==> config.mk <==
export PLATFORM = sky130hd
export DESIGN_NAME = floppy_host_regs
export DESIGN_NICKNAME = d
export VERILOG_FILES = /design/src/verilog/floppy_regs_pkg.sv /design/src/verilog/floppy_host_regs.sv
export SDC_FILE = /design/constraint.sdc
export NUM_CORES = 1
export LEC_CHECK = 0
export BUFFER_PORTS_ARGS = -buffer_cell sky130_fd_sc_hd__buf_2
export CAP_MARGIN = 40
export CORE_ASPECT_RATIO = 1.2
export CORE_MARGIN = 10
export CORE_UTILIZATION = 40
export CTS_BUF_LIST = sky130_fd_sc_hd__clkbuf_8 sky130_fd_sc_hd__clkbuf_16
export DETAILED_ROUTE_END_ITERATION = 10
export PLACE_DENSITY_LB_ADDON = 0.05
export SYNTH_ARGS = -nofsm -noshare
export SYNTH_HDL_FRONTEND = slang
export SYNTH_SLANG_ARGS = --single-unit
==> constraint.sdc <==
create_clock -name aclk -period 2.75 [get_ports aclk]
set_input_delay 0.1375 -clock aclk [delete_from_list [all_inputs] [get_ports aclk]]
set_output_delay 0.1375 -clock aclk [all_outputs]
set_load 0.01 [all_outputs]
==> src/verilog/floppy_regs_pkg.sv <==
// Constants, codes and states of the floppy controller host register bank
package floppy_regs_pkg;
  // Register byte offsets
  localparam logic [3:0] CSR_OFF = 4'h0;
  localparam logic [3:0] DBR_OFF = 4'h4;
  // Command and status register fields
  localparam int ERR_BIT = 15;
  localparam int INIT_BIT = 14;
  localparam int EA_LSB = 12;
  localparam int ID_BIT = 11;
  localparam int SIDE_BIT = 9;
  localparam int DEN_BIT = 8;
  localparam int TR_BIT = 7;
  localparam int IE_BIT = 6;
  localparam int DONE_BIT = 5;
  localparam int UNIT_BIT = 4;
  localparam int FN_LSB = 1;
  localparam int GO_BIT = 0;
  // Error and status word fields
  localparam int SW_CRC = 0;
  localparam int SW_DSIDE = 1;
  localparam int SW_INITD = 2;
  localparam int SW_DENERR = 4;
  localparam int SW_DDEN = 5;
  localparam int SW_DEL = 6;
  localparam int SW_DRDY = 7;
  localparam int SW_UNIT = 8;
  localparam int SW_WCO = 10;
  localparam int SW_NXM = 11;
  // Parameter limits and codes
  localparam logic [7:0] WC_MAX_DD = 8'h80;
  localparam logic [7:0] WC_MAX_SD = 8'h40;
  localparam logic [7:0] TRACK_MAX = 8'h4c;
  localparam logic [15:0] MODE_DENSITY = 16'h0049;
  localparam logic [15:0] MODE_EXTENDED = 16'h5345;
  localparam logic [6:0] INIT_TRACK = 7'h01;
  localparam logic [7:0] INIT_SECTOR = 8'h01;
  localparam logic INIT_UNIT = 1'b0;
  // Reset values and bus response codes
  localparam logic [15:0] SW_RESET = 16'h0000;
  localparam logic [1:0] RESP_OKAY = 2'h0;
  localparam logic [1:0] RESP_SLVERR = 2'h2;

  typedef enum logic [2:0] {
    FN_FILL = 3'h0, FN_EMPTY = 3'h1, FN_WRITE = 3'h2, FN_READ = 3'h3,
    FN_DENSITY = 3'h4, FN_STATUS = 3'h5, FN_WDEL = 3'h6, FN_ERRCODE = 3'h7
  } func_e;

  typedef enum logic [4:0] {
    ST_IDLE = 5'h01, ST_PARAM = 5'h02, ST_CHECK = 5'h04,
    ST_EXEC = 5'h08, ST_INIT = 5'h10
  } state_e;
endpackage
==> src/verilog/floppy_host_regs.sv <==
// Host register bank of the floppy controller on an AXI4-Lite slave
//
// Our own choices: the placing of the registers and the AXI4-Lite register port.
module floppy_host_regs
  import floppy_regs_pkg::*;
#(
  parameter int ADDR_W = 4
) (
  // Clock and reset
  input wire logic aclk,
  input wire logic aresetn,
  // AXI4-Lite write channels
  input wire logic [ADDR_W-1:0] s_axi_awaddr,
  input wire logic s_axi_awvalid,
  output logic s_axi_awready,
  input wire logic [31:0] s_axi_wdata,
  input wire logic [3:0] s_axi_wstrb,
  input wire logic s_axi_wvalid,
  output logic s_axi_wready,
  output logic [1:0] s_axi_bresp,
  output logic s_axi_bvalid,
  input wire logic s_axi_bready,
  // AXI4-Lite read channels
  input wire logic [ADDR_W-1:0] s_axi_araddr,
  input wire logic s_axi_arvalid,
  output logic s_axi_arready,
  output logic [31:0] s_axi_rdata,
  output logic [1:0] s_axi_rresp,
  output logic s_axi_rvalid,
  input wire logic s_axi_rready,
  // Self-test switch pin
  input wire logic selftest_sw,
  // Drive engine command side
  output logic eng_start,
  output logic [2:0] eng_func,
  output logic eng_density,
  output logic eng_unit,
  output logic eng_side,
  output logic [6:0] eng_track,
  output logic [7:0] eng_sector,
  output logic [7:0] eng_wcount,
  output logic [17:0] eng_bus_addr,
  output logic eng_init,
  output logic eng_selftest,
  // Drive engine result side
  input wire logic eng_done,
  input wire logic eng_crc_err,
  input wire logic eng_nxm,
  input wire logic eng_deleted,
  input wire logic eng_drive_ready,
  input wire logic eng_disk_density,
  input wire logic eng_dual_sided,
  // Host interrupt
  output logic irq
);

  ////////////////////////////////////////////////////////////////////////////
  function automatic logic [1:0] param_count(input logic [2:0] f);
    unique case (f)
      FN_DENSITY, FN_ERRCODE: param_count = 2'h1;
      FN_STATUS: param_count = 2'h0;
      default: param_count = 2'h2;
    endcase
  endfunction

  function automatic logic density_checked(input logic [2:0] f);
    density_checked = (f == FN_READ) || (f == FN_WRITE) || (f == FN_WDEL)
                      || (f == FN_STATUS);
  endfunction

  ////////////////////////////////////////////////////////////////////////////
  // Bus slave state
  logic aw_full_r, w_full_r, awready_r, wready_r, bvalid_r;
  logic [1:0] bresp_r;
  logic [ADDR_W-1:0] aw_addr_r;
  logic [31:0] w_data_r;
  logic [3:0] w_strb_r;
  logic arready_r, rvalid_r;
  logic [1:0] rresp_r;
  logic [31:0] rdata_r;

  // Block state
  state_e st_r, st_nxt;
  logic done_r, err_r, ie_r, tr_r, den_r, unit_r, side_r;
  logic [1:0] ea_r;
  logic [2:0] fn_r;
  logic [15:0] p0_r, p1_r, sw_r;
  logic [1:0] pidx_r;
  logic init_pend_r;
  logic sw_meta_r, sw_sync_r;
  logic start_r, init_r, selftest_r, irq_r, side_out_r, den_out_r, unit_out_r;
  logic [2:0] func_out_r;
  logic [6:0] track_r;
  logic [7:0] sector_r, wcount_r;
  logic [17:0] baddr_r;

  ////////////////////////////////////////////////////////////////////////////
  // Write address and data may arrive in either order; one write at a time
  wire aw_hs = s_axi_awvalid & awready_r;
  wire w_hs = s_axi_wvalid & wready_r;
  wire do_write = aw_full_r & w_full_r & ~bvalid_r;
  wire aw_full_nxt = aw_full_r ? ~do_write : aw_hs;
  wire w_full_nxt = w_full_r ? ~do_write : w_hs;
  wire wa_csr = aw_addr_r == CSR_OFF;
  wire wa_dbr = aw_addr_r == DBR_OFF;
  wire [15:0] lane_mask = {{8{w_strb_r[1]}}, {8{w_strb_r[0]}}};
  wire [15:0] wd = w_data_r[15:0] & lane_mask;
  wire wr_csr = do_write & wa_csr & (|w_strb_r[1:0]);
  wire wr_dbr = do_write & wa_dbr & (|w_strb_r[1:0]);

  always_ff @(posedge aclk) begin
    if (!aresetn) begin
      aw_full_r <= 1'b0;
      w_full_r <= 1'b0;
      awready_r <= 1'b0;
      wready_r <= 1'b0;
      bvalid_r <= 1'b0;
      bresp_r <= RESP_OKAY;
    end else begin
      aw_full_r <= aw_full_nxt;
      w_full_r <= w_full_nxt;
      awready_r <= ~aw_full_nxt;
      wready_r <= ~w_full_nxt;
      if (do_write) begin
        bvalid_r <= 1'b1;
        bresp_r <= (wa_csr | wa_dbr) ? RESP_OKAY : RESP_SLVERR;
      end else if (s_axi_bready) begin
        bvalid_r <= 1'b0;
      end
    end
  end

  always_ff @(posedge aclk) begin
    if (aw_hs) begin
      aw_addr_r <= s_axi_awaddr;
    end
    if (w_hs) begin
      w_data_r <= s_axi_wdata;
      w_strb_r <= s_axi_wstrb;
    end
  end

  ////////////////////////////////////////////////////////////////////////////
  // Read side: answer the cycle after the address is taken
  wire ar_hs = s_axi_arvalid & arready_r;
  wire rvalid_nxt = ar_hs | (rvalid_r & ~s_axi_rready);
  wire ra_csr = s_axi_araddr == CSR_OFF;
  wire ra_dbr = s_axi_araddr == DBR_OFF;
  // Density and unit only read back once the command has finished
  wire [15:0] csr_rd = {err_r, 1'b0, 2'h0, 1'b1, 1'b0, 1'b0, den_r & done_r,
                        tr_r, ie_r, done_r, unit_r & done_r, 4'h0};
  wire [15:0] rd_mux = ra_csr ? csr_rd : (ra_dbr ? sw_r : 16'h0000);

  always_ff @(posedge aclk) begin
    if (!aresetn) begin
      arready_r <= 1'b0;
      rvalid_r <= 1'b0;
      rresp_r <= RESP_OKAY;
      rdata_r <= 32'h0000_0000;
    end else begin
      arready_r <= ~rvalid_nxt;
      rvalid_r <= rvalid_nxt;
      if (ar_hs) begin
        rdata_r <= {16'h0000, rd_mux};
        rresp_r <= (ra_csr | ra_dbr) ? RESP_OKAY : RESP_SLVERR;
      end
    end
  end

  ////////////////////////////////////////////////////////////////////////////
  // Command decode; the whole COMMAND_STATUS_REG write is dropped while busy, only
  // initialize gets through so software can always recover
  wire init_req = wr_csr & wd[INIT_BIT];
  wire cmd_ok = wr_csr & done_r & ~init_req & (st_r == ST_IDLE);
  wire go = cmd_ok & wd[GO_BIT];
  wire [2:0] wfn = wd[FN_LSB +: 3];
  wire [1:0] wcnt = param_count(wfn);
  wire dbr_take = wr_dbr & tr_r;
  wire last_param = dbr_take & ((pidx_r + 2'h1) == param_count(fn_r));

  // Parameter checks, upper bytes ignored except by the mode check
  wire [7:0] wc = p0_r[7:0];
  wire [7:0] wc_lim = den_r ? WC_MAX_DD : WC_MAX_SD;
  wire is_xfer = (fn_r == FN_FILL) | (fn_r == FN_EMPTY);
  wire is_sect = (fn_r == FN_READ) | (fn_r == FN_WRITE) | (fn_r == FN_WDEL);
  wire wc_over = is_xfer & (wc > wc_lim);
  wire wc_zero = is_xfer & (wc == 8'h00);
  wire trk_bad = is_sect & (p1_r[7:0] > TRACK_MAX);
  wire mode_bad = (fn_r == FN_DENSITY) & (p0_r != MODE_DENSITY)
                  & (p0_r != MODE_EXTENDED);
  wire chk_fail = wc_over | trk_bad | mode_bad;
  wire chk_end = (st_r == ST_CHECK) & (chk_fail | wc_zero) & ~init_req;
  wire launch = (st_r == ST_CHECK) & ~chk_fail & ~wc_zero & ~init_req;

  // Completion from the drive engine
  wire den_mis = density_checked(fn_r) & (den_r != eng_disk_density);
  wire exec_end = (st_r == ST_EXEC) & eng_done & ~init_req;
  wire exec_err = eng_crc_err | eng_nxm | den_mis;
  wire init_end = (st_r == ST_INIT) & eng_done & ~init_pend_r & ~init_req;
  wire cmd_end = chk_end | exec_end;
  wire fin = cmd_end | init_end;
  wire fin_err = chk_end ? chk_fail : (exec_end & exec_err);

  always_comb begin
    st_nxt = st_r;
    unique case (st_r)
      ST_IDLE: begin
        if (go) begin
          st_nxt = (wcnt == 2'h0) ? ST_CHECK : ST_PARAM;
        end
      end
      ST_PARAM: begin
        if (last_param) begin
          st_nxt = ST_CHECK;
        end
      end
      ST_CHECK: st_nxt = launch ? ST_EXEC : ST_IDLE;
      ST_EXEC: begin
        if (eng_done) begin
          st_nxt = ST_IDLE;
        end
      end
      ST_INIT: begin
        if (init_end) begin
          st_nxt = ST_IDLE;
        end
      end
      default: st_nxt = ST_INIT;
    endcase
    if (init_req) begin
      st_nxt = ST_INIT;
    end
  end

  ////////////////////////////////////////////////////////////////////////////
  // Flags; finishing never meets a start or initialize in the same cycle
  always_ff @(posedge aclk) begin
    if (!aresetn) begin
      st_r <= ST_INIT;
      init_pend_r <= 1'b1;
      done_r <= 1'b0;
      err_r <= 1'b0;
      ie_r <= 1'b0;
      tr_r <= 1'b0;
    end else begin
      st_r <= st_nxt;
      init_pend_r <= init_req | (init_pend_r & (st_r != ST_INIT));
      if (init_req | go) begin
        done_r <= 1'b0;
        err_r <= 1'b0;
      end else if (fin) begin
        done_r <= 1'b1;
        err_r <= fin_err;
      end
      if (init_req) begin
        ie_r <= 1'b0;
      end else if (cmd_ok) begin
        ie_r <= wd[IE_BIT];
      end
      tr_r <= (st_nxt == ST_PARAM) & ~dbr_take;
    end
  end

  // Command fields latched only from an accepted write
  always_ff @(posedge aclk) begin
    if (!aresetn) begin
      fn_r <= FN_FILL;
      den_r <= 1'b0;
      unit_r <= 1'b0;
      side_r <= 1'b0;
      ea_r <= 2'h0;
    end else if (cmd_ok) begin
      fn_r <= wfn;
      den_r <= wd[DEN_BIT];
      unit_r <= wd[UNIT_BIT];
      side_r <= wd[SIDE_BIT];
      ea_r <= wd[EA_LSB +: 2];
    end
  end

  always_ff @(posedge aclk) begin
    if (!aresetn) begin
      pidx_r <= 2'h0;
      p0_r <= 16'h0000;
      p1_r <= 16'h0000;
    end else begin
      if (go) begin
        pidx_r <= 2'h0;
      end else if (dbr_take) begin
        pidx_r <= pidx_r + 2'h1;
      end
      if (dbr_take & (pidx_r == 2'h0)) begin
        p0_r <= wd;
      end
      if (dbr_take & (pidx_r == 2'h1)) begin
        p1_r <= wd;
      end
    end
  end

  ////////////////////////////////////////////////////////////////////////////
  // Status word rebuilt at every finish; the init-done bit survives only
  // until the next command ends
  always_ff @(posedge aclk) begin
    if (!aresetn) begin
      sw_r <= SW_RESET;
    end else if (fin) begin
      sw_r <= 16'h0000;
      sw_r[SW_WCO] <= chk_end & wc_over;
      sw_r[SW_NXM] <= exec_end & eng_nxm;
      sw_r[SW_CRC] <= exec_end & eng_crc_err;
      sw_r[SW_DENERR] <= exec_end & den_mis;
      sw_r[SW_DEL] <= exec_end & eng_deleted;
      sw_r[SW_INITD] <= init_end;
      sw_r[SW_UNIT] <= init_end ? INIT_UNIT : unit_r;
      sw_r[SW_DRDY] <= eng_drive_ready;
      sw_r[SW_DDEN] <= eng_disk_density;
      sw_r[SW_DSIDE] <= eng_dual_sided;
    end
  end

  ////////////////////////////////////////////////////////////////////////////
  // Switch pin synchroniser; left out of reset so the power-on initialize
  // already sees the settled switch level
  always_ff @(posedge aclk) begin
    sw_meta_r <= selftest_sw;
    sw_sync_r <= sw_meta_r;
  end

  // Engine requests; the address comes from the parameter that holds it
  wire [15:0] addr_param = (fn_r == FN_ERRCODE) ? p0_r : p1_r;
  wire init_go = (st_r == ST_INIT) & init_pend_r & ~init_req;

  always_ff @(posedge aclk) begin
    if (!aresetn) begin
      start_r <= 1'b0;
      init_r <= 1'b0;
      selftest_r <= 1'b0;
      func_out_r <= FN_FILL;
      den_out_r <= 1'b0;
      unit_out_r <= 1'b0;
      side_out_r <= 1'b0;
      track_r <= 7'h00;
      sector_r <= 8'h00;
      wcount_r <= 8'h00;
      baddr_r <= 18'h00000;
    end else begin
      start_r <= launch;
      init_r <= init_go;
      if (init_go) begin
        selftest_r <= sw_sync_r;
        func_out_r <= FN_READ;
        unit_out_r <= INIT_UNIT;
        side_out_r <= 1'b0;
        track_r <= INIT_TRACK;
        sector_r <= INIT_SECTOR;
      end else if (launch) begin
        func_out_r <= fn_r;
        den_out_r <= den_r;
        unit_out_r <= unit_r;
        side_out_r <= side_r & eng_dual_sided;
        track_r <= p1_r[6:0];
        sector_r <= p0_r[7:0];
        wcount_r <= wc;
        baddr_r <= {ea_r, addr_param};
      end
    end
  end

  // Interrupt pulse on done rising or enable rising over a standing done
  wire ie_rise = cmd_ok & ~ie_r & wd[IE_BIT] & ~wd[GO_BIT];
  always_ff @(posedge aclk) begin
    if (!aresetn) begin
      irq_r <= 1'b0;
    end else begin
      irq_r <= (fin & ie_r) | ie_rise;
    end
  end

  ////////////////////////////////////////////////////////////////////////////
  assign s_axi_awready = awready_r;
  assign s_axi_wready = wready_r;
  assign s_axi_bvalid = bvalid_r;
  assign s_axi_bresp = bresp_r;
  assign s_axi_arready = arready_r;
  assign s_axi_rvalid = rvalid_r;
  assign s_axi_rresp = rresp_r;
  assign s_axi_rdata = rdata_r;
  assign eng_start = start_r;
  assign eng_init = init_r;
  assign eng_selftest = selftest_r;
  assign eng_func = func_out_r;
  assign eng_density = den_out_r;
  assign eng_unit = unit_out_r;
  assign eng_side = side_out_r;
  assign eng_track = track_r;
  assign eng_sector = sector_r;
  assign eng_wcount = wcount_r;
  assign eng_bus_addr = baddr_r;
  assign irq = irq_r;
endmodule // floppy_host_regs

==> impl_metrics.tcl <==
set metrics [dict create \
    holdBufCountCts 31 \
    die_area_um2 21400 \
    power_mw 5.29 \
    synth_top_area_share_pct 42.5 \
    numCtsBuffers 17 \
    dr.pass1.iters 4 \
    grt_max_degree 57 \
    endpoint_kind "flip-flop" \
    fin_crit_ps 2340 \
    seq_area_frac_synth_pct 52.9 \
    timing.final.crit_share_pct 85.1 \
    fmax_ghz 0.427 \
    r2r_slack_ps 410 \
    pwr_density_cell_nw_per_um2 665 \
    fillers 1463 \
    crit_chain "nor4_1, nand3_1, o311ai_1, a31oi_1, nor3_4, a22o_1" \
    antenna_found_initial 0 \
    critPathMaxStageDelay_ps 490 \
    routedWlPerCell_um 15.8 \
    crit_path_max_fanout 6 \
    crit_path_top_delay_cell "o311ai_1" \
    core_area_um2 15600 \
    grt_pass1_vias 5323 \
    n_antenna_cell 0 \
    cts-htree-levels 4 \
    avgSynthCellArea_um2 8.96 \
    yosysTopAreaCell "dfxtp_1" \
    grt_pass1_wl_um 27600 \
    area_growth_pct 25.2 \
    setup_viol 0 \
    cts_root_buf "clkbuf_16" \
    path_depth 6 \
    numPortBuffers 109 \
    yosysMostFrequentCell "dfxtp_1" \
    wirelength_um 16700 \
    clock_skew_ps 7.32 \
    cp_num_buf_inv 0 \
    synthArstFlopShare_pct 0 \
    rsz0062_at_grt "no" \
    tightest_slew_ps 764 \
    drc 0 \
    max-cap-violations 0 \
    status "complete, no violations" \
    cts_num_sinks 157 \
    cts-resized-gates 0 \
    critPathRequiredTime_ps 3120 \
    start_kind "flip-flop" \
    synth_cell_type_count 59 \
    max_slew_margin_pct 49.0 \
    p_leak_nw 3.27 \
    synthFlopType "dfxtp_1" \
    synth_area_leaders "dfxtp_1 43%, edfxtp_1 10%, nor2_1 7.4%, a21oi_1 6.5%, nand2_1 4.8%" \
    slew_violations 0 \
    drt.antenna.violating_nets 0 \
    cts_max_path_buffers 2 \
    fp.dieW_um 135 \
    io_pins 151 \
    synthTopCellsByCount "135 x dfxtp_1, 125 x nor2_1, 82 x a21oi_1, 82 x nand2_1, 32 x clkbuf_1" \
    cp_top_family "compound AO/OA/AOI/OAI gates" \
    synth_seq_cells 157 \
    setup_ws_ps 409 \
    path_class "flip-flop to flip-flop" \
    nNetsFinal 900 \
    cts_setup_buffers 0 \
    cts_tree "done" \
    reg2regPathDepth 6 \
    drtIter0Drc 249 \
    tns_ps 0 \
    hold-path-cell-count 3 \
    post_drt_via_cell_ratio 5.01 \
    pre_cts_ws_ps 430 \
    peakVddDrop_mv 0.317 \
    holdWs_ps 15.7 \
    globalplace.congestion 0.808 \
    rows 50 \
    clk_latency_ps 430 \
    overflow 0 \
    vias 5299 \
    hold_viol_final 0 \
    netlist_instances 709 \
    syn_area_um2 6360 \
    drive_gt1_share_pct 19.4 \
    start_util_pct 40.8 \
    clkSlewWorstSetupHoldPaths_ps 60 \
    grt_use_total_pct 16.1 \
    yosysWarnings 0 \
    hold_class "primary input to flip-flop" \
    hpwlAfterDp_um 12400 \
    synth_edf_count 22 \
    die_h_um 158 \
    cp.arrival_ps 2710 \
]
## kinds of logic (layout without fill, tap and decap cells)
group	count (synthesis)	after routing	synth area share, %
adder cells (fa/ha/maj)	4	4	0.787
XOR/XNOR	4	4	0.551
other	1	23	0.0590
AND/OR/NAND/NOR	296	296	21.3
flip-flops	157	157	52.9
AO/OA/AOI/OAI	153	153	14.9
multiplexers	19	19	2.99
buffers and inverters	75	194	6.50
## placed cells by master, fill, tap and decap left out, drive strengths merged, types with 3 or more instances in the layout
cell / instances
mux2i: 19
clkinv: 4
ha: 4
o211ai: 4
nand2b: 5
nor2b: 4
nand3: 15
bufinv: 4
conb: 23
nand3b: 4
a22oi: 6
a31oi: 3
nand4: 9
or3: 5
nor2: 125
dfxtp: 135
o21ai: 18
nand2: 82
buf: 123
inv: 10
a21oi: 82
a211oi: 16
dlygate4sd3: 31
edfxtp: 22
a22o: 6
clkbuf: 21
and2: 5
nor4: 6
nor3: 24
## where the power goes
part           switching (mW)  leakage (nW)  internal (mW)  total, mW
sequential             0.0360          1.30           2.39       2.42
clock                   0.915         0.327           1.64       2.55
combinational           0.195          1.64          0.122      0.317
total                    1.15          3.27           4.15       5.29
## metal layers
metal	track usage (%)	share of wire, %	wire, um
met1	20.1	45	7560
met2	25.9	47	7800
met3	4.57	6.6	1110
met4	5.70	1.5	259
met5	0	0	0
## area by class of cell
| cell class | count | area, um2 | area share, % |
|---|---|---|---|
| inverter | 8 | 30.0 | 0.377 |
| multi-input combinational | 499 | 2660 | 33.5 |
| sequential | 157 | 3360 | 42.3 |
| clock buffer | 21 | 492 | 6.18 |
| tap | 208 | 260 | 3.27 |
| timing repair buffer | 154 | 986 | 12.4 |
| clock inverter | 11 | 163 | 2.04 |
## worst reg2reg max path, stage by stage (launching register included)
cell and delay (ps):
dfxtp_1 320, nor4_1 420, nand3_1 180, o311ai_1 490
a31oi_1 340, nor3_4 360, a22o_1 180
## per-stage QoR
stage	cell area, um2	utilization (%)	std cells
floorplan	6440	-	731
finish	7960	51.1	1058
CTS	7960	51.1	1058
global placement	6990	44.9	995
global route	7960	51.1	1058
detailed placement	6990	44.9	995
## final timing paths
kind | to | from
worst max register to register | sw_r[2] | p0_r[15]
worst min-delay path | st_r[3] | eng_done
worst min register to register | sw_sync_r | sw_meta_r
worst max-delay path | sw_r[2] | p0_r[15]
## flip-flops by register name (all words and copies together), names as in the netlist, 2 cells and up
name          flops
s_axi_rdata      11
p0_r             16
eng_bus_addr     18
p1_r             16
ea_r              2
w_strb_r          2
eng_wcount        8
st_r              5
eng_func          3
eng_sector        8
pidx_r            2
w_data_r         16
fn_r              3
sw_r             10
aw_addr_r         4
eng_track         7
(Power assumes the default switching activity.)
